File: config.mk
export PLATFORM = sky130hd
export DESIGN_NAME = pifb_flag_bank
export DESIGN_NICKNAME = d
export VERILOG_FILES = /design/src/pifb_edge_detect.v /design/src/pifb_flag_bank.v /design/src/pifb_flag_cell.v
export VERILOG_INCLUDE_DIRS = /design/src /design/src/src
export SDC_FILE = /design/constraint.sdc
export NUM_CORES = 1
export LEC_CHECK = 0
export ABC_CLOCK_PERIOD_IN_PS = 2300
export BUFFER_PORTS_ARGS = -buffer_cell sky130_fd_sc_hd__buf_2
export CAP_MARGIN = 5
export CORE_AREA = 2 2 104 106
export DETAILED_ROUTE_END_ITERATION = 7
export DIE_AREA = 0 0 106 108
export PLACE_DENSITY = 0.84
export SKIP_LAST_GASP = 1
export SYNTH_ARGS = -nofsm -noshare
export SYNTH_HDL_FRONTEND = slang
export SYNTH_SLANG_ARGS = --single-unit
File: constraint.sdc
create_clock -name sys_clk -period 2.3 [get_ports sys_clk]
set_input_delay 0.575 -clock sys_clk [delete_from_list [all_inputs] [get_ports sys_clk]]
set_output_delay 0.575 -clock sys_clk [all_outputs]
set_load 0.01 [all_outputs]
File: src/pifb_consts.vh
// register offsets, field positions and reset values of the flag bank
`ifndef PIFB_CONSTS_VH
`define PIFB_CONSTS_VH
`define PIFB_ADDR_EDGE 4'h0
`define PIFB_ADDR_PIN 4'h1
`define PIFB_ADDR_PFL1 4'h2
`define PIFB_ADDR_PFL2 4'h3
`define PIFB_ADDR_PEN2 4'h4
`define PIFB_ADDR_CTRL 4'h5
`define PIFB_ADDR_EN1 4'h6
`define PIFB_ADDR_PRI 4'h7
`define PIFB_ADDR_LEVEL 4'h8
`define PIFB_EDGE_MASK 8'hf5
`define PIFB_EDGE_RESET 8'hf5
`define PIFB_PIN_MASK 8'hdb
`define PIFB_PIN_RESET 8'hc0
`define PIFB_PFL1_MASK 8'hfb
`define PIFB_PFL2_MASK 8'h1e
`define PIFB_CTRL_RESET 8'h80
`define PIFB_PRI_RESET 16'h1efb
`define PIFB_HIGH_VECTOR 24'h000008
`define PIFB_LOW_VECTOR 24'h000018
`endif

File: src/pifb_edge_detect.v
// synchronised edge detector for one external pin
`timescale 1ns/1ps
module pifb_edge_detect (
    // clock and reset
    input wire sys_clk,
    input wire rst_b,
    // pin and polarity
    input wire pinIn,
    input wire riseSel,
    output wire edgeHit
);
    reg sync1_r;
    reg sync2_r;
    reg last_r;
    // chain fill marker: a pin idling high must not look like an edge
    reg [2:0] fill_r;
    always @(posedge sys_clk or negedge rst_b)
    begin
        if (!rst_b)
        begin
            sync1_r <= 1'b0;
            sync2_r <= 1'b0;
            last_r <= 1'b0;
            fill_r <= 3'h0;
        end
        else
        begin
            fill_r <= {fill_r[1:0], 1'b1};
            sync1_r <= pinIn;
            sync2_r <= sync1_r;
            last_r <= sync2_r;
        end
    end
    // one pulse per qualifying edge
    assign edgeHit = fill_r[2] &
        (riseSel ? (sync2_r & ~last_r) : (~sync2_r & last_r));
endmodule

File: src/pifb_flag_bank.v
// interrupt flag, enable and priority bank with avalon-mm register slave
// How it works
// - edge-select bit picks rising (1) or falling (0) edge per pin
// - edge control bit 7 set kills every port pull-up, else latch
// - flags set on their event whatever the enables say
// - timer0 and port change priority bits: 1 high, 0 low
// - pin-2 and pin-1 priority: 1 high, reset to 1
// - pin-2 and pin-1 enables: 1 permits, reset to 0
// - pin flags set by selected edge, held till software writes 0
// - unimplemented bit positions read zero; enable-1, priority and control regs keep all written bits
// - parallel port flag set on external access, held till cleared
// - converter flag set at conversion end, held till cleared
// - receive flag read-only, mirrors full buffer, cleared by reading it
// - transmit flag read-only, high while buffer empty, write clears
// - sync serial flag set on transfer end, held till cleared
// - timer2 match and timer1 overflow flags, software clear only
// - memory write flag set on write completion, software clears
// - collision and low-voltage flags set on event, held till cleared
// - timer3 flag sticky; second-bank enables permit when 1
// - priority bits matter only while priority mode is on
// - flag, enable and global enable together vector at once by level
// - priority mode enabled by bit 7 of the reset control register
// - high-level request may preempt a running low-level handler
//
// Design decisions made here: the placing of the registers and the Avalon-MM register port.
`timescale 1ns/1ps
`include "pifb_consts.vh"
module pifb_flag_bank #(
    parameter NPIN = 3
) (
    // clock and reset
    input wire sys_clk,
    input wire rst_b,
    // avalon-mm slave
    input wire [3:0] avs_address,
    input wire avs_read,
    input wire avs_write,
    input wire [31:0] avs_writedata,
    output reg [31:0] avs_readdata,
    output wire avs_waitrequest,
    // external interrupt pins (0, 1, 2)
    input wire [NPIN-1:0] extPin,
    // port b pull-ups
    input wire [7:0] portbLatch,
    output wire [7:0] portbPullupOn,
    // peripheral events, one-cycle pulses; serial buffer full/empty are levels
    input wire parallelPortEvt,
    input wire converterDoneEvt,
    input wire serialRxFull,
    input wire serialTxEmpty,
    input wire syncSerialEvt,
    input wire timer2MatchEvt,
    input wire timer1OvfEvt,
    input wire memWriteDoneEvt,
    input wire collisionEvt,
    input wire lowVoltageEvt,
    input wire timer3OvfEvt,
    // core side
    input wire vectorAck,
    input wire handlerReturn,
    output reg highRequest,
    output reg lowRequest,
    output reg [23:0] vectorAddr,
    output wire [NPIN-1:0] extEdgeSeen
);
    localparam LVL_IDLE = 2'h0;
    localparam LVL_LOW = 2'h1;
    localparam LVL_HIGH = 2'h2;

    reg [7:0] edgeCtl_r;
    reg [7:0] pinCtl_r;
    reg [7:0] pen2_r;
    reg [7:0] resetCtl_r;
    reg [7:0] en1_r;
    reg [15:0] pri_r;
    reg [1:0] level_r;
    reg [1:0] level_nxt;
    reg [1:0] savedLevel_r;
    reg ack_r;
    wire [NPIN-1:0] edgeSel;
    wire [10:0] setVec;
    wire [10:0] clrVec;
    wire [10:0] flagVec;
    wire [7:0] pfl1Read;
    wire [7:0] pfl2Read;
    wire [7:0] pinRead;
    wire acc;
    wire wrEn;
    wire [7:0] wd;
    wire priorityMode;
    wire globalHigh;
    wire globalLow;

    // a single-cycle wait gives registered read data
    assign acc = (avs_read | avs_write) & ~ack_r;
    assign avs_waitrequest = acc;
    assign wrEn = avs_write & ack_r;
    assign wd = avs_writedata[7:0];

    function wrHit;
        input [3:0] a;
        input [3:0] target;
        input w;
        begin
            wrHit = w & (a == target);
        end
    endfunction

    // edge select bits 6..4 map to pins 0..2
    assign edgeSel[0] = edgeCtl_r[6];
    assign edgeSel[1] = edgeCtl_r[5];
    assign edgeSel[2] = edgeCtl_r[4];

    genvar g;
    generate
        for (g = 0; g < NPIN; g = g + 1)
        begin : gPin
            pifb_edge_detect uEdge (
                .sys_clk(sys_clk),
                .rst_b(rst_b),
                .pinIn(extPin[g]),
                .riseSel(edgeSel[g]),
                .edgeHit(extEdgeSeen[g])
            );
        end
    endgenerate

    // flag order: ext1 ext2 par conv ssp t2 t1 mem col lv t3
    assign setVec = {timer3OvfEvt, lowVoltageEvt, collisionEvt,
        memWriteDoneEvt, timer1OvfEvt, timer2MatchEvt, syncSerialEvt,
        converterDoneEvt, parallelPortEvt, extEdgeSeen[2],
        extEdgeSeen[1]};
    assign clrVec = {
        wrHit(avs_address, `PIFB_ADDR_PFL2, wrEn) & ~wd[1],
        wrHit(avs_address, `PIFB_ADDR_PFL2, wrEn) & ~wd[2],
        wrHit(avs_address, `PIFB_ADDR_PFL2, wrEn) & ~wd[3],
        wrHit(avs_address, `PIFB_ADDR_PFL2, wrEn) & ~wd[4],
        wrHit(avs_address, `PIFB_ADDR_PFL1, wrEn) & ~wd[0],
        wrHit(avs_address, `PIFB_ADDR_PFL1, wrEn) & ~wd[1],
        wrHit(avs_address, `PIFB_ADDR_PFL1, wrEn) & ~wd[3],
        wrHit(avs_address, `PIFB_ADDR_PFL1, wrEn) & ~wd[6],
        wrHit(avs_address, `PIFB_ADDR_PFL1, wrEn) & ~wd[7],
        wrHit(avs_address, `PIFB_ADDR_PIN, wrEn) & ~wd[1],
        wrHit(avs_address, `PIFB_ADDR_PIN, wrEn) & ~wd[0]};

    generate
        for (g = 0; g < 11; g = g + 1)
        begin : gFlag
            pifb_flag_cell uFlag (
                .sys_clk(sys_clk),
                .rst_b(rst_b),
                .setEvt(setVec[g]),
                .clrReq(clrVec[g]),
                .flag_r(flagVec[g])
            );
        end
    endgenerate

    // receive and transmit flags track their buffers directly
    assign pfl1Read = {flagVec[2], flagVec[3], serialRxFull,
        serialTxEmpty, flagVec[4], 1'b0, flagVec[5],
        flagVec[6]};
    assign pfl2Read = {3'h0, flagVec[7], flagVec[8], flagVec[9],
        flagVec[10], 1'b0};
    assign pinRead = {pinCtl_r[7:6], 1'b0, pinCtl_r[4:3], 1'b0,
        flagVec[1], flagVec[0]};

    assign portbPullupOn = edgeCtl_r[7] ? 8'h00 : portbLatch;

    // control registers
    always @(posedge sys_clk or negedge rst_b)
    begin
        if (!rst_b)
        begin
            edgeCtl_r <= `PIFB_EDGE_RESET;
            pinCtl_r <= `PIFB_PIN_RESET;
            pen2_r <= 8'h00;
            resetCtl_r <= `PIFB_CTRL_RESET;
            en1_r <= 8'h00;
            pri_r <= `PIFB_PRI_RESET;
            ack_r <= 1'b0;
        end
        else
        begin
            ack_r <= acc;
            if (wrHit(avs_address, `PIFB_ADDR_EDGE, wrEn))
                edgeCtl_r <= wd & `PIFB_EDGE_MASK;
            if (wrHit(avs_address, `PIFB_ADDR_PIN, wrEn))
                pinCtl_r <= wd & 8'hd8;
            if (wrHit(avs_address, `PIFB_ADDR_PEN2, wrEn))
                pen2_r <= wd & `PIFB_PFL2_MASK;
            if (wrHit(avs_address, `PIFB_ADDR_CTRL, wrEn))
                resetCtl_r <= wd;
            if (wrHit(avs_address, `PIFB_ADDR_EN1, wrEn))
                en1_r <= wd;
            if (wrHit(avs_address, `PIFB_ADDR_PRI, wrEn))
                pri_r <= avs_writedata[15:0];
        end
    end

    // registered read data, unmapped reads return zero
    always @(posedge sys_clk or negedge rst_b)
    begin
        if (!rst_b)
            avs_readdata <= 32'h0;
        else if (avs_read & ~ack_r)
        begin
            case (avs_address)
                `PIFB_ADDR_EDGE: avs_readdata <= {24'h0, edgeCtl_r};
                `PIFB_ADDR_PIN: avs_readdata <= {24'h0, pinRead};
                `PIFB_ADDR_PFL1: avs_readdata <= {24'h0, pfl1Read};
                `PIFB_ADDR_PFL2: avs_readdata <= {24'h0, pfl2Read};
                `PIFB_ADDR_PEN2: avs_readdata <= {24'h0, pen2_r};
                `PIFB_ADDR_CTRL: avs_readdata <= {24'h0, resetCtl_r};
                `PIFB_ADDR_EN1: avs_readdata <= {24'h0, en1_r};
                `PIFB_ADDR_PRI: avs_readdata <= {16'h0, pri_r};
                `PIFB_ADDR_LEVEL: avs_readdata <= {30'h0, level_r};
                default: avs_readdata <= 32'h0;
            endcase
        end
    end

    // control byte: bit7 priority mode, bit6 high global, bit5 low global
    assign priorityMode = resetCtl_r[7];
    assign globalHigh = resetCtl_r[6];
    assign globalLow = resetCtl_r[5];

    // request sources: pin1, pin2, pfl1 bits, pfl2 bits
    wire [12:0] srcFlag;
    wire [12:0] srcEn;
    wire [12:0] srcPri;
    wire [12:0] active;
    wire [12:0] isHigh;
    assign srcFlag = {pfl2Read[4:1], pfl1Read[7:3], pfl1Read[1:0],
        flagVec[1], flagVec[0]};
    assign srcEn = {pen2_r[4:1], en1_r[7:3], en1_r[1:0],
        pinCtl_r[4], pinCtl_r[3]};
    // pri_r: low byte first-bank priority, high byte second bank
    assign srcPri = {pri_r[12:9], pri_r[7:3], pri_r[1:0],
        pinCtl_r[7], pinCtl_r[6]};
    assign active = srcFlag & srcEn;
    // without priority mode every source counts as high level
    assign isHigh = priorityMode ? srcPri : 13'h1fff;

    // timer0 and port-change priorities are exported on the edge reg only
    always @*
    begin
        highRequest = globalHigh & |(active & isHigh);
        lowRequest = priorityMode & globalLow & |(active & ~isHigh);
        level_nxt = level_r;
        case (level_r)
            LVL_IDLE:
            begin
                if (vectorAck & highRequest)
                    level_nxt = LVL_HIGH;
                else if (vectorAck & lowRequest)
                    level_nxt = LVL_LOW;
            end
            LVL_LOW:
            begin
                lowRequest = 1'b0;
                if (vectorAck & highRequest)
                    level_nxt = LVL_HIGH;
                else if (handlerReturn)
                    level_nxt = LVL_IDLE;
            end
            LVL_HIGH:
            begin
                highRequest = 1'b0;
                lowRequest = 1'b0;
                if (handlerReturn)
                    level_nxt = savedLevel_r;
            end
            default: level_nxt = LVL_IDLE;
        endcase
    end

    always @(posedge sys_clk or negedge rst_b)
    begin
        if (!rst_b)
        begin
            level_r <= LVL_IDLE;
            savedLevel_r <= LVL_IDLE;
            vectorAddr <= 24'h0;
        end
        else
        begin
            level_r <= level_nxt;
            if (level_r != LVL_HIGH && level_nxt == LVL_HIGH)
            begin
                savedLevel_r <= level_r;
                vectorAddr <= `PIFB_HIGH_VECTOR;
            end
            else if (level_r == LVL_IDLE && level_nxt == LVL_LOW)
                vectorAddr <= `PIFB_LOW_VECTOR;
        end
    end
endmodule

File: src/pifb_flag_cell.v
// sticky flag with software clear; set beats clear
`timescale 1ns/1ps
module pifb_flag_cell (
    // clock and reset
    input wire sys_clk,
    input wire rst_b,
    // set and clear
    input wire setEvt,
    input wire clrReq,
    output reg flag_r
);
    always @(posedge sys_clk or negedge rst_b)
    begin
        if (!rst_b)
            flag_r <= 1'b0;
        else if (setEvt)
            flag_r <= 1'b1;
        else if (clrReq)
            flag_r <= 1'b0;
    end
endmodule

=== After elaboration in Yosys (flattened, before gate mapping) ===
Cells that the tools add are included.

* Register bits after elaboration: 136
* Bits of input ports: 64
* Output and inout port bits: 70
* Word-level logic and storage cells: 159

* Eq/ne operators: 13
* Mux-type cells: 38
* Bitwise operators: 55
* Reduce and logical (&&, ||, !) cells: 19

{| class="wikitable"
|+ Operator list
! kind !! number
|-
| 16-bit case mux with 9 select lines || 1
|-
| 24-bit 2-to-1 mux || 2
|-
| 13-bit bitwise AND || 3
|-
| 1-bit bitwise AND || 36
|-
| 1-bit 2-to-1 mux || 27
|-
| 13-bit OR reduction || 2
|-
| 2-bit nonzero test || 12
|-
| 4-bit by 3-bit == test with 1-bit output, second input constant || 4
|-
| 1-bit NOT || 14
|-
| 13-bit 2-to-1 mux || 1
|-
| 13-bit NOT || 1
|-
| 2-bit 2-to-1 mux || 5
|-
| 4-bit by 2-bit == test with 1-bit output, second input constant || 2
|-
| 8-bit 2-to-1 mux || 1
|-
| 2-bit case mux with 3 select lines || 1
|-
| 2-bit by 1-bit == test with 1-bit output, second input constant || 2
|-
| 2-bit == test, second input constant || 2
|-
| 4-bit by 1-bit == test with 1-bit output, second input constant || 1
|-
| 4-bit == test, second input constant || 1
|-
| 4-bit zero test || 1
|-
| 1-bit logical AND || 2
|-
| 2-bit zero test || 1
|-
| 2-bit != test, second input constant || 1
|-
| 2-bit OR reduction || 1
|-
| 1-bit OR || 1
|}

=== Logic depth before layout (Yosys ltp) ===
Gate-level depths: netlist of the first run.

* Depth in word-level cells: 13
* Depth in mapped cells: 8
* Gate-level depth less buffers: 8

=== Hierarchy ===
Synthesis of the first run repeated with hierarchy kept, for this count alone.

* Cells, all modules: 430
* Area, all modules: 4939.7 um^2

{| class="wikitable"
|+ By module, submodules not included
! module !! times used !! cells each !! area an instance (um^2) !! seq. area each (um^2)
|-
| pifb_flag_bank || 1 || 367 || 4007.6 || 1751.7
|-
| pifb_edge_detect || 3 || 10 || 177.7 || 150.1
|-
| pifb_flag_cell || 11 || 3 || 36.3 || 25.0
|}

=== Worst setup path after synthesis of the first run ===
No wires, ideal clock.

* Path kind: register -> register
* Start point: register pri_r[7]
* End point: register savedLevel_r[0]
* Library setup time: 0.128 ns
* Data arrival time: 2.143 ns
* Data required time: 2.172 ns
* Slack: 0.029 ns
* Cell stages (with the launch flop): 8
* Path buffers: 0
* Period minus slack after synthesis: 2.271 ns
* Cells stage by stage: dfstp_2 nand4b_1 o31ai_1 or4_4 o31ai_2 a221o_2 o2111ai_2 mux2_1

* Word-level cells in the longest chain between the ends: 11
* Elaborated cells on any way between the ends: 16
* Those cells by class: eq/ne: 1; mux: 5; bitwise: 7; reduce/logical: 3

{| class="wikitable"
|+ RTL lines
! element !! RTL line !! source
|-
| start, declared || pifb_flag_bank.v:75 || <nowiki>reg [15:0] pri_r;</nowiki>
|-
| start signal, assigned || pifb_flag_bank.v:180 || <nowiki>pri_r <= `PIFB_PRI_RESET;</nowiki>
|-
| start signal, assigned || pifb_flag_bank.v:197 || <nowiki>pri_r <= avs_writedata[15:0];</nowiki>
|-
| 13-bit 2-to-1 mux (*) || pifb_flag_bank.v:243 || <nowiki>assign isHigh = priorityMode ? srcPri : 13'h1fff;</nowiki>
|-
| 13-bit NOT || pifb_flag_bank.v:249 || <nowiki>lowRequest = priorityMode & globalLow & |(active & ~isHigh);</nowiki>
|-
| 13-bit bitwise AND || pifb_flag_bank.v:249 ||
|-
| 13-bit OR reduction || pifb_flag_bank.v:249 ||
|-
| 1-bit bitwise AND || pifb_flag_bank.v:249 ||
|-
| 1-bit bitwise AND || pifb_flag_bank.v:256 || <nowiki>else if (vectorAck & lowRequest)</nowiki>
|-
| 2-bit 2-to-1 mux || pifb_flag_bank.v:256 ||
|-
| 2-bit 2-to-1 mux || pifb_flag_bank.v:254 || <nowiki>if (vectorAck & highRequest)</nowiki>
|-
| 2-bit case mux with 3 select lines (*) || pifb_flag_bank.v:251 || <nowiki>case (level_r)</nowiki>
|-
| 2-bit == test (*) || pifb_flag_bank.v:289 || <nowiki>if (level_r != LVL_HIGH && level_nxt == LVL_HIGH)</nowiki>
|-
| 1-bit logical AND (*) || pifb_flag_bank.v:289 ||
|-
| end signal, assigned || pifb_flag_bank.v:291 || <nowiki>savedLevel_r <= level_r;</nowiki>
|-
| end, declared || pifb_flag_bank.v:78 || <nowiki>reg [1:0] savedLevel_r;</nowiki>
|}

Mark *: on every way between the ends. The rest lies on a longest branch, timed or not.
A chain may end at the register's enable or synchronous reset.

=== Worst setup path in the final report of the first run ===
* Start point: register resetCtl_r[7]
* End point: output highRequest

* Word-level cells in the longest chain between the ends: 5

{| class="wikitable"
|+ RTL lines
! element !! RTL line !! source
|-
| start, declared || pifb_flag_bank.v:73 || <nowiki>reg [7:0] resetCtl_r;</nowiki>
|-
| start signal, assigned || pifb_flag_bank.v:178 || <nowiki>resetCtl_r <= `PIFB_CTRL_RESET;</nowiki>
|-
| start signal, assigned || pifb_flag_bank.v:193 || <nowiki>resetCtl_r <= wd;</nowiki>
|-
| 13-bit 2-to-1 mux || pifb_flag_bank.v:243 ||
|-
| 13-bit bitwise AND || pifb_flag_bank.v:248 || <nowiki>highRequest = globalHigh & |(active & isHigh);</nowiki>
|-
| 13-bit OR reduction || pifb_flag_bank.v:248 ||
|-
| 1-bit bitwise AND || pifb_flag_bank.v:248 ||
|-
| 1-bit 2-to-1 mux || pifb_flag_bank.v:251 ||
|-
| end, declared || pifb_flag_bank.v:61 || <nowiki>output reg highRequest,</nowiki>
|}

Every way passes these cells.

==> results of run 1 <==
area by class of cell:
type | count | area share [%]
Clock buffer | 10 | 2.41
Clock inverter | 6 | 1.27
Inverter | 6 | 0.481
Multi-Input combinational cell | 311 | 38.5
Sequential cell | 92 | 40.7
Tap cell | 136 | 2.98
Timing Repair Buffer | 127 | 13.7
synthesized netlist by cell type (all sizes together), types with 4 or more instances:
cell    count  share of area, %
and2        5              0.66
nor2       15               1.2
o21ai      27               2.9
clkbuf      9              0.72
o22ai       8               1.1
a22oi       6              0.95
a21oi      12               1.4
nand2      39               3.1
nand2b     13               1.7
ha          4               1.1
nor3        6              0.74
buf        47               7.2
inv         6              0.48
nor2b      21               2.8
nand3       8              0.85
a31oi       4              0.53
mux2       50                12
dfstp      20                11
a22o       12               2.2
dfrtp      72                38
mux2i       5               1.1
metrics by stage:
stage                     area, sq um  utilization, %
after detailed placement         5370            52.5
after global routing             5720            55.9
final                            5720            55.9
after floorplan                  4860               -
after CTS                        5710            55.8
after global placement           5370            52.5
repair_timing:
item / in CTS / in global routing
gates resized for setup: 20 / 1
hold endpoints to repair: 0 / 0
hold buffers: 0 / 0
setup endpoints to repair: 6 / 7
pin swaps: 9 / 1
setup buffers: 7 / 0
per-layer routing:
metal	share of wire, %	global-route usage, %	wire [microns]	vias to the layer above
li1	-	-	-	1690
met1	44	27.9	5180	1802
met2	48	34.6	5620	150
met3	5.7	4.10	664	17
met4	1.7	6.58	197	0
met5	0	0	0	-
critical path, cell delays in order (launching register included):
cell     delay (ps)
dfstp_2         610
buf_6           150
nor2b_4         160
o22ai_4          80
nor4_4          350
nand2_1          70
and3_1          150
buf_2           130
sequential cells by signal, indices dropped and copies added, names as in the netlist:
| signal | flops |
|---|---|
| pri_r | 16 |
| gPin.uEdge.fill_r | 3 |
| edgeCtl_r | 6 |
| avs_readdata | 16 |
| pinCtl_r | 4 |
| vectorAddr | 2 |
| ack_r | 1 |
| gPin.uEdge.sync1_r | 3 |
| gFlag.uFlag.flag_r | 11 |
| level_r | 2 |
| gPin.uEdge.sync2_r | 3 |
| pen2_r | 4 |
| gPin.uEdge.last_r | 3 |
| resetCtl_r | 8 |
| en1_r | 8 |
| savedLevel_r | 2 |
power by group:
| part | internal (mW) | leakage [nW] | switching (mW) |
|---|---|---|---|
| registers | 1.92 | 1.09 | 0.226 |
| clock network | 0.543 | 0.108 | 0.594 |
| logic | 0.746 | 1.48 | 0.694 |
kinds of logic (layout without fill, tap and decap cells):
family | Yosys count | in the layout
buffers and inverters | 62 | 149
and+or+nand+nor | 123 | 123
muxes | 57 | 57
other | 2 | 39
AOI/OAI and AO/OA | 88 | 88
adders and majority gates | 4 | 4
DFF | 92 | 92
worst max path at each step:
stage / startpoint / endpoint / slack [ps] / depth (start not counted)
6_report: resetCtl_r[7] / highRequest / -340 / 7
3_5_place_dp: resetCtl_r[7] / vectorAddr[4] / -190 / 7
2_1_floorplan: pri_r[7] / savedLevel_r[0] / 30 / 7
5_1_grt: resetCtl_r[7] / highRequest / -460 / 7
3_3_place_gp: resetCtl_r[7] / vectorAddr[4] / -220 / 7
4_1_cts: resetCtl_r[7] / highRequest / -340 / 7
==> summary.txt, run 1 <==
Setup path
  – Reg2reg path depth: 9
  – Worst-path maximum fanout: 7
  – Worst EP required: 1730 ps
  – WS Path Type: flop to output pin
  – R2R Setup Slk: -270 ps
  – Critical Path End Type: output pin
  – RR Startpoint: resetCtl_r[7]
  – CP arrival: 2070 ps
  – CP Launch Type: flop
  – RR Endpoint: vectorAddr[4]

Logic synthesis
  – Sequential-to-total area share from yosys stat: 49.3%
  – Synth Area in XOR/XNOR: 0%
  – Post-synthesis cell type count: 58
  – Compound-gate portion of the synthesized area: 13.2%
  – Synth Warn #: 0
  – Post-synth EDFFs: 0
  – Mux cell area share after synthesis: 13.9%
  – Post-Syn Instances: 428
  – Synth Cell Area: 0.00472 sq mm
  – Mean Syn Cell Area: 11.0 sq um
  – Number of synthesized register bits: 92
  – Synth Area in Simple Gates: 14.0%
  – Ys async rst share: 100%
  – Post-Synth Adder-Cell Area: 1.06%
  – Most common flop cell mapped by yosys: dfrtp_1
  – Largest family of logic cells by synthesized area: simple AND/OR/NAND/NOR gates

Die
  – Die area: 0.0114 sq mm
  – Io pins: 134
  – Die Width: 106 microns
  – Die height: 108 microns
  – Row cnt: 37
  – Core ar.: 0.0102 sq mm
  – Initial Util: 46.1%

Layout
  – Share of cells above drive strength 1: 42.2%
  – Area grow syn2layout: 21.2%
  – Fin nets: 615
  – # diodes: 0
  – Most frequent cells in the layout: 78 x buf_2, 72 x dfrtp_1, 45 x mux2_2, 45 x buf_4
  – Most common cell after layout, fill and taps aside: buf_2
  – Reg area: 0.00233 sq mm
  – Final non-filler cell total: 688
  – Filler cell count: 877
  – Multi-input gate area: 0.00220 sq mm

Clock tree
  – Reg clk slew, reported paths: 90 ps
  – Root Buffer: clkbuf_8
  – CTS sink cnt: 92
  – CTS Buf Count: 9
  – TritonCTS clock tree: done
  – H-tree levels: 3
  – Max Buffers Root-to-Sink: 2
  – Worst-skew pair later-pin latency: 360 ps

Timing
  – # setup viols final: 7
  – Post-route clock period utilization: 115%
  – Post-layout min period: 2640 ps
  – Final Hold Viols: 0
  – Worst Clk Skew: 8.14 ps
  – Final setup TNS: -1600 ps
  – Max Slew Vio Count: 0
  – Unrepaired setup endpoints after global routing: true
  – Worst-case hold slack: 95.8 ps
  – Fmax: 0.378 GHz
  – Post-route setup slack: -343 ps

Global routing
  – Initial antenna violation count: 0
  – Largest net degree at the start of global routing: 44
  – First-pass GRT wire length: 18400 microns
  – GRT Residual Overflow: 0
  – Vias in the first global route: 3545
  – All-layer global routing usage: 20.9%

Placed design
  – GPL Wtd Cong: 0.971
  – Cell total after placement: 665
  – Setup WS pre-CTS: -195 ps
  – Post-DP HPWL: 8730 microns
  – Port bufs: 79

Drt
  – Routed Wire Length: 11700 microns
  – Final ANT Viol Nets: 0
  – DR WL/cell: 17.0 microns
  – Vias: 3659
  – Routed vias/inst: 5.32
  – 1st-iter DRT viols: 247
  – First-pass DRT Iterations: 5
  – DRC Markers: 0

Power and ir drop
  – Total power: 4.72 mW
  – Max VDD drop: 0.494 mV
  – PwrDens: 826 mW/mm^2
  – P_leak: 2.67 nW

Outcome
  – Outcome: finished with violations
  – Violated checks: negative setup slack

Run
  – Max-cap violation count: 0

Hold path
  – Worst hold path class: input port to asynchronous set/reset pin
(Power assumes the default switching activity.)
==> run 2: changes to the inputs <==
Settings changed: ABC_AREA set to 1, PLACE_DENSITY 0.84 to 0.85.
==> run 2 against run 1 <==
Net effect:
- the flow still finishes with violations (negative setup slack)
- utilization shrank 1.6 points
- sequential cell count is the same
- highest routed layer unchanged
- sequential share of layout area grew 1.3 points
- final area shrank 2.8%
- via count grew 10%
- register-to-register slack gained 460 ps
==> summary.txt, run 2 <==
Outcome
  – Outcome: finished with violations (unchanged)
  – Violated checks: negative setup slack (unchanged)

Setup path
  – Slowest CP cell: dfstp_4 (was dfstp_2)
  – WP buf/inv: 2 (unchanged)
  – Worst EP required: 1730 ps (about the same)
  – WS Path Type: flop to output pin (unchanged)
  – Worst-path maximum fanout: 7 (unchanged)
  – CP Cell Sequence: buf_8 -> nand2_4 -> nor2_2 -> nor2_1 -> nand2_1 -> nor2_1 -> nand2_1 -> nand2_1 -> nor2_1 -> buf_2 (was buf_6 -> nor2b_4 -> o22ai_4 -> nor4_4 -> nand2_1 -> and3_1 -> buf_2)
  – Critical Path End Type: output pin (unchanged)
  – Top delay family on crit path: flip-flops (was simple AND/OR/NAND/NOR gates)
  – CP arrival: 1930 ps (was 2070 ps)
  – CP Launch Type: flop (unchanged)
  – Slowest stage delay, CP: 680 ps (was 610 ps)

Drt
  – DR WL/cell: 13.8 microns (was 17.0 microns)
  – Routed Wire Length: 11300 microns (was 11700 microns)
  – Routed vias/inst: 4.94 (was 5.32)
  – DRC Markers: 0 (unchanged)
  – Vias: 4040 (was 3659)
  – 1st-iter DRT viols: 288 (was 247)
  – First-pass DRT Iterations: 5 (unchanged)
  – Final ANT Viol Nets: 0 (unchanged)

Logic synthesis
  – Ys async rst share: 100% (unchanged)
  – Most common flop cell mapped by yosys: dfrtp_1 (unchanged)
  – Top cell type's share of synthesized area: 37.9% (was 38.2%)
  – Most frequent cell after synthesis: nand2_1 (was dfrtp_1)
  – Post-synth EDFFs: 0 (unchanged)
  – Post-synthesis cell type count: 34 (was 58)
  – Sequential-to-total area share from yosys stat: 48.9% (was 49.3%)
  – Top cells by area, synth: dfrtp_1 38%, nand2_1 11%, dfstp_2 11% (was dfrtp_1 38%, dfstp_2 11%, mux2_2 11%)
  – Number of synthesized register bits: 92 (unchanged)
  – Synth top cells by count: 141 x nand2_1, 77 x inv_1, 72 x dfrtp_1 (was 72 x dfrtp_1, 45 x mux2_2, 41 x buf_4)
  – Post-synth top area cell: dfrtp_1 (unchanged)
  – Mean Syn Cell Area: 8.23 sq um (was 11.0 sq um)
  – Synth Warn #: 0 (unchanged)
  – Post-Syn Instances: 578 (was 428)
  – Synth Cell Area: 0.00476 sq mm (was 0.00472 sq mm)

Global routing
  – Global routing's busiest layer: met2 (unchanged)
  – Met2 usage: 34.1% (was 34.6%)
  – Initial antenna violation count: 1 (was 0)
  – Largest net degree at the start of global routing: 34 (was 44)
  – GR met3 Demand/Resource: 5.18% (was 4.10%)
  – First-pass GRT wire length: 18200 microns (was 18400 microns)
  – GRT Residual Overflow: 0 (unchanged)
  – Vias in the first global route: 3903 (was 3545)
  – Met1 global-route usage: 25.0% (was 27.9%)
  – All-layer global routing usage: 20.3% (was 20.9%)

Layout
  – Fin nets: 745 (was 615)
  – Area grow syn2layout: 16.8% (was 21.2%)
  – Share of cells above drive strength 1: 25.6% (was 42.2%)
  – Most frequent cells in the layout: 137 x nand2_1, 78 x buf_2, 77 x inv_1, 72 x dfrtp_1, 67 x o21ai_0 (was 78 x buf_2, 72 x dfrtp_1, 45 x mux2_2, 45 x buf_4)
  – Filler cell count: 946 (was 877)
  – Largest regs: avs_readdata x16, pri_r x16, gFlag.uFlag.flag_r x11 (unchanged)
  – Most common cell after layout, fill and taps aside: nand2_1 (was buf_2)

Timing
  – # setup viols final: 2 (was 7)
  – Unrepaired setup endpoints after global routing: true (unchanged)
  – Worst-case hold slack: 152 ps (was 95.8 ps)
  – Post-route setup slack: -202 ps (was -343 ps)
  – Worst Clk Skew: 11.1 ps (was 8.14 ps)
  – Max Slew Vio Count: 0 (unchanged)
  – Post-layout min period: 2500 ps (was 2640 ps)
  – Fmax: 0.400 GHz (was 0.378 GHz)
  – Post-route clock period utilization: 109% (was 115%)
  – Final Hold Viols: 0 (unchanged)

Clock tree
  – CTS Buf Count: 9 (unchanged)
  – Reg clk slew, reported paths: 90 ps (about the same)
  – CTS hold repair buffers: 0 (unchanged)
  – Max Buffers Root-to-Sink: 2 (unchanged)
  – Root Buffer: clkbuf_8 (unchanged)
  – CTS sink cnt: 92 (unchanged)
  – Worst-skew pair later-pin latency: 370 ps (was 360 ps)
  – H-tree levels: 3 (unchanged)
  – TritonCTS clock tree: done (unchanged)

Die
  – Row cnt: 37 (unchanged)
  – Die area: 0.0114 sq mm (unchanged)
  – Initial Util: 46.5% (was 46.1%)
  – Die height: 108 microns (unchanged)
  – Core ar.: 0.0102 sq mm (unchanged)
  – Die Width: 106 microns (unchanged)
  – Io pins: 134 (unchanged)

Placed design
  – GPL Wtd Cong: 0.986 (was 0.971)
  – Post-DP HPWL: 8400 microns (was 8730 microns)
  – Setup WS pre-CTS: 170 ps (was -195 ps)
  – Port bufs: 79 (unchanged)

Power and ir drop
  – P_leak: 2.98 nW (was 2.67 nW)
  – PwrDens: 785 mW/mm^2 (was 826 mW/mm^2)
  – Max VDD drop: 0.363 mV (was 0.494 mV)

Hold path
  – Worst hold path class: input port to asynchronous set/reset pin (unchanged)

Run
  – Max-cap violation count: 0 (unchanged)
[run 2: cell count changes after synthesis, moves of 6 or more]
cell / delta
o21ai_0: +42
nand3_1: +10
nand2b_1: -13
nor2b_1: -20
nor2_1: +42
a22o_1: -12
nand4_1: +6
a221oi_1: +9
nand2_1: +102
nand2_2: +6
a22oi_1: -6
mux2_2: -35
inv_1: +72
[run 2: path summary, 6_finish.rpt]
path / from / end / slack, ps / cells past startpoint
worst max-delay path: resetCtl_r[7] / lowRequest / -200 / 10
worst min register to register: gPin[2].uEdge.sync1_r / gPin[2].uEdge.sync2_r / 350 / 0
worst max register to register: resetCtl_r[7] / vectorAddr[3] / 190 / 14
max in group asynchronous: rst_b / pri_r[12] / 1490 / 2
min in group sys_clk: extPin[1] / gPin[1].uEdge.sync1_r / 310 / 1
worst min-delay path: rst_b / resetCtl_r[3] / 150 / 1
[run 2: area by class of cell]
type | instances | area (sq um) | share of cell area [%]
flip-flops and latches | 92 | 2330 | 42.0
diodes | 1 | 2.50 | 0.0450
well taps | 136 | 170 | 3.06
inverters | 79 | 297 | 5.34
clock buffers | 9 | 124 | 2.23
multi-input cells | 392 | 1940 | 34.9
repair buffers | 103 | 602 | 10.8
clock inverters | 6 | 88.8 | 1.60
[run 2: metrics by stage]
stage | TNS [ps] | cells | power [mW] | utilization [%] | instance area (sq um)
2_1_floorplan | 0 | 615 | 2.84 | - | 4890
3_3_place_gp | 0 | 795 | 3.07 | 51.1 | 5230
6_report | -388 | 818 | 4.36 | 54.3 | 5560
5_1_grt | -518 | 817 | 4.62 | 54.3 | 5550
4_1_cts | -309 | 816 | 4.32 | 53.7 | 5500
3_5_place_dp | 0 | 795 | 3.10 | 51.1 | 5230
[run 2: repair_timing]
action / 4_1_cts / 5_1_grt
resized for setup: 5 / 13
endpoints found under the setup margin: 2 / 2
setup buffers: 6 / 1
pin swaps: 1 / 12
[run 2: report_power, final]
| part | internal, mW | leakage, nW | total (mW) | switching (mW) |
|---|---|---|---|---|
| registers | 1.91 | 1.09 | 2.12 | 0.204 |
| clock network | 0.607 | 0.102 | 1.18 | 0.570 |
| logic | 0.421 | 1.78 | 1.07 | 0.645 |
| total | 2.94 | 2.98 | 4.36 | 1.42 |
[run 2: kinds of logic (layout without fill, tap and decap cells)]
family | after synthesis | after routing | synth area share (%)
simple gates | 237 | 237 | 20.9
buf+inv | 131 | 197 | 14.1
compound gates | 102 | 102 | 12.5
flops | 92 | 92 | 48.9
mux | 10 | 10 | 2.37
fa+ha+maj | 4 | 4 | 1.05
other cells | 2 | 40 | 0.158
[run 2: per-layer routing]
metal / vias to the layer above / share of wire [%]
met5: - / 0
met1: 1853 / 42
met3: 34 / 8.3
li1: 1953 / -
met4: 0 / 2.7
met2: 200 / 47
==> run 3: changes to the inputs <==
Settings changed: MAX_ROUTING_LAYER set to met4.
==> run 3 against run 2 <==
Net effect:
- the run still ends with negative setup slack left
- clock skew grew 1.8 ps
- first-iteration DRC count increased by 17%
- total power down 0.69%
- non-clock buffer count fell by 2
==> summary.txt, run 3 (synthesis gave the netlist of run 2 again) <==
Placed design
  – Setup WS pre-CTS: 162 ps (was 170 ps)
  – GPL Wtd Cong: 0.996 (was 0.986)
  – Port bufs: 79 (unchanged)
  – Post-DP HPWL: 8440 microns (was 8400 microns)

Die
  – Core ar.: 0.0102 sq mm (unchanged)
  – Die area: 0.0114 sq mm (unchanged)
  – Die Width: 106 microns (unchanged)
  – Row cnt: 37 (unchanged)
  – Initial Util: 46.5% (unchanged)
  – Io pins: 134 (unchanged)
  – Die height: 108 microns (unchanged)

Global routing
  – All-layer global routing usage: 21.2% (was 20.3%)
  – Vias in the first global route: 3803 (was 3903)
  – First-pass GRT wire length: 18200 microns (about the same)
  – Initial antenna violation count: 0 (was 1)
  – Largest net degree at the start of global routing: 45 (was 34)
  – GRT Residual Overflow: 0 (unchanged)

Drt
  – First-pass DRT Iterations: 5 (unchanged)
  – Routed Wire Length: 11300 microns (about the same)
  – Vias: 4044 (was 4040)
  – Final ANT Viol Nets: 0 (unchanged)
  – DRC Markers: 0 (unchanged)
  – DR WL/cell: 13.8 microns (about the same)
  – Routed vias/inst: 4.96 (was 4.94)
  – 1st-iter DRT viols: 336 (was 288)

Timing
  – # setup viols final: 2 (unchanged)
  – Final Hold Viols: 0 (unchanged)
  – Worst-case hold slack: 133 ps (was 152 ps)
  – Unrepaired setup endpoints after global routing: true (unchanged)
  – Final setup TNS: -334 ps (was -388 ps)
  – Worst Clk Skew: 12.9 ps (was 11.1 ps)
  – Post-route clock period utilization: 107% (was 109%)
  – Fmax: 0.405 GHz (was 0.400 GHz)
  – Post-layout min period: 2470 ps (was 2500 ps)
  – Post-route setup slack: -170 ps (was -202 ps)
  – Max Slew Vio Count: 0 (unchanged)

Layout
  – Share of cells above drive strength 1: 28.1% (was 25.6%)
  – Area grow syn2layout: 18.1% (was 16.8%)
  – Most common cell after layout, fill and taps aside: nand2_1 (unchanged)
  – Multi-input gate area: 0.00202 sq mm (was 0.00194 sq mm)
  – Largest regs: avs_readdata x16, pri_r x16, gFlag.uFlag.flag_r x11 (unchanged)
  – # diodes: 0 (was 1)
  – Most frequent cells in the layout: 124 x nand2_1, 78 x buf_2, 75 x inv_1, 72 x dfrtp_1, 67 x o21ai_0 (was 137 x nand2_1, 78 x buf_2, 77 x inv_1, 72 x dfrtp_1, 67 x o21ai_0)
  – Reg area: 0.00233 sq mm (unchanged)
  – Filler cell count: 905 (was 946)
  – Fin nets: 743 (was 745)

Clock tree
  – Root Buffer: clkbuf_8 (unchanged)
  – TritonCTS clock tree: done (unchanged)
  – Reg clk slew, reported paths: 90 ps (about the same)
  – CTS Buf Count: 9 (unchanged)
  – CTS sink cnt: 92 (unchanged)
  – H-tree levels: 3 (unchanged)
  – CTS hold repair buffers: 0 (unchanged)
  – Max Buffers Root-to-Sink: 2 (unchanged)
  – Worst-skew pair later-pin latency: 370 ps (about the same)

Setup path
  – CP arrival: 1900 ps (was 1930 ps)
  – Worst-path maximum fanout: 6 (was 7)
  – WS Path Type: flop to output pin (unchanged)
  – CP Launch Type: flop (unchanged)
  – Worst EP required: 1730 ps (about the same)
  – Critical Path End Type: output pin (unchanged)

Power and ir drop
  – P_leak: 2.98 nW (about the same)
  – PwrDens: 771 mW/mm^2 (was 785 mW/mm^2)
  – Max VDD drop: 0.453 mV (was 0.363 mV)

Hold path
  – Worst hold path class: input port to asynchronous set/reset pin (unchanged)

Outcome
  – Outcome: finished with violations (unchanged)
  – Violated checks: negative setup slack (unchanged)

Run
  – Max-cap violation count: 0 (unchanged)
run 3: changes by cell type in the layout (fill, tap and decap cells not counted), moves of 3 or more:
cell / before / now
nand2_4: 2 / 7
nand2_2: 9 / 17
nand2_1: 137 / 124
nor2_1: 54 / 50
buf_4: 22 / 19
run 3: stage by stage:
step                      cells  power, mW  cell area, sq um  utilization [%]
after floorplan             615       2.84              4890                -
after global placement      794       3.06              5220             51.0
after detailed placement    794       3.10              5220             51.0
after CTS                   814       4.23              5470             53.5
after global routing        816       4.62              5620             54.9
final                       816       4.33              5620             54.9
run 3: cell type report:
type                       instances  share of cell area (%)
sequential                        92                    41.5
clock buffer                       9                    2.21
timing repair buffer             101                    10.7
clock inverter                     7                    1.34
inverter                          79                    5.28
tap                              136                    3.03
multi-input combinational        392                    36.0
run 3: path summary, 6_finish.rpt:
check / endpoint / slack (ps) / depth (start not counted) / from
setup reg to reg: vectorAddr[3] / 200 / 15 / resetCtl_r[7]
min in group sys_clk: gPin[1].uEdge.sync1_r / 310 / 1 / extPin[1]
max in group asynchronous: edgeCtl_r[6] / 1520 / 2 / rst_b
setup / recovery: lowRequest / -170 / 8 / resetCtl_r[7]
hold reg to reg: gPin[0].uEdge.sync2_r / 350 / 0 / gPin[0].uEdge.sync1_r
hold / removal: gFlag[9].uFlag.flag_r / 130 / 1 / rst_b
run 3: metal layers:
metal | part of all wire, % | vias up | wire (microns) | GRT usage, %
met2 | 46 | 203 | 5190 | 32.9
li1 | - | 1957 | - | -
met5 | 0 | - | 0 | -
met1 | 42 | 1853 | 4720 | 26.2
met4 | 3.5 | 0 | 397 | 9.68
met3 | 8.5 | 31 | 960 | 5.36
run 3: repair_timing:
item / CTS / global route
setup buffers: 4 / 2
pin swaps: 1 / 22
endpoints found under the hold margin: 0 / 0
gates resized for setup: 3 / 40
gates cloned: 0 / 0
setup endpoints to repair: 2 / 2
run 3: critical path, cell delays in order, from the launching register on:
cell     delay (ps)
dfstp_4         670
buf_12          150
nand2_4          60
o22ai_2         190
nor2_1           60
nand2_1         100
nand2_1          60
nor2_1          100
buf_2           140
run 3: power breakdown:
| group | internal (mW) | switching [mW] |
|---|---|---|
| Clock | 0.505 | 0.580 |
| Combinational | 0.448 | 0.686 |
| Sequential | 1.91 | 0.198 |
| Total | 2.87 | 1.46 |
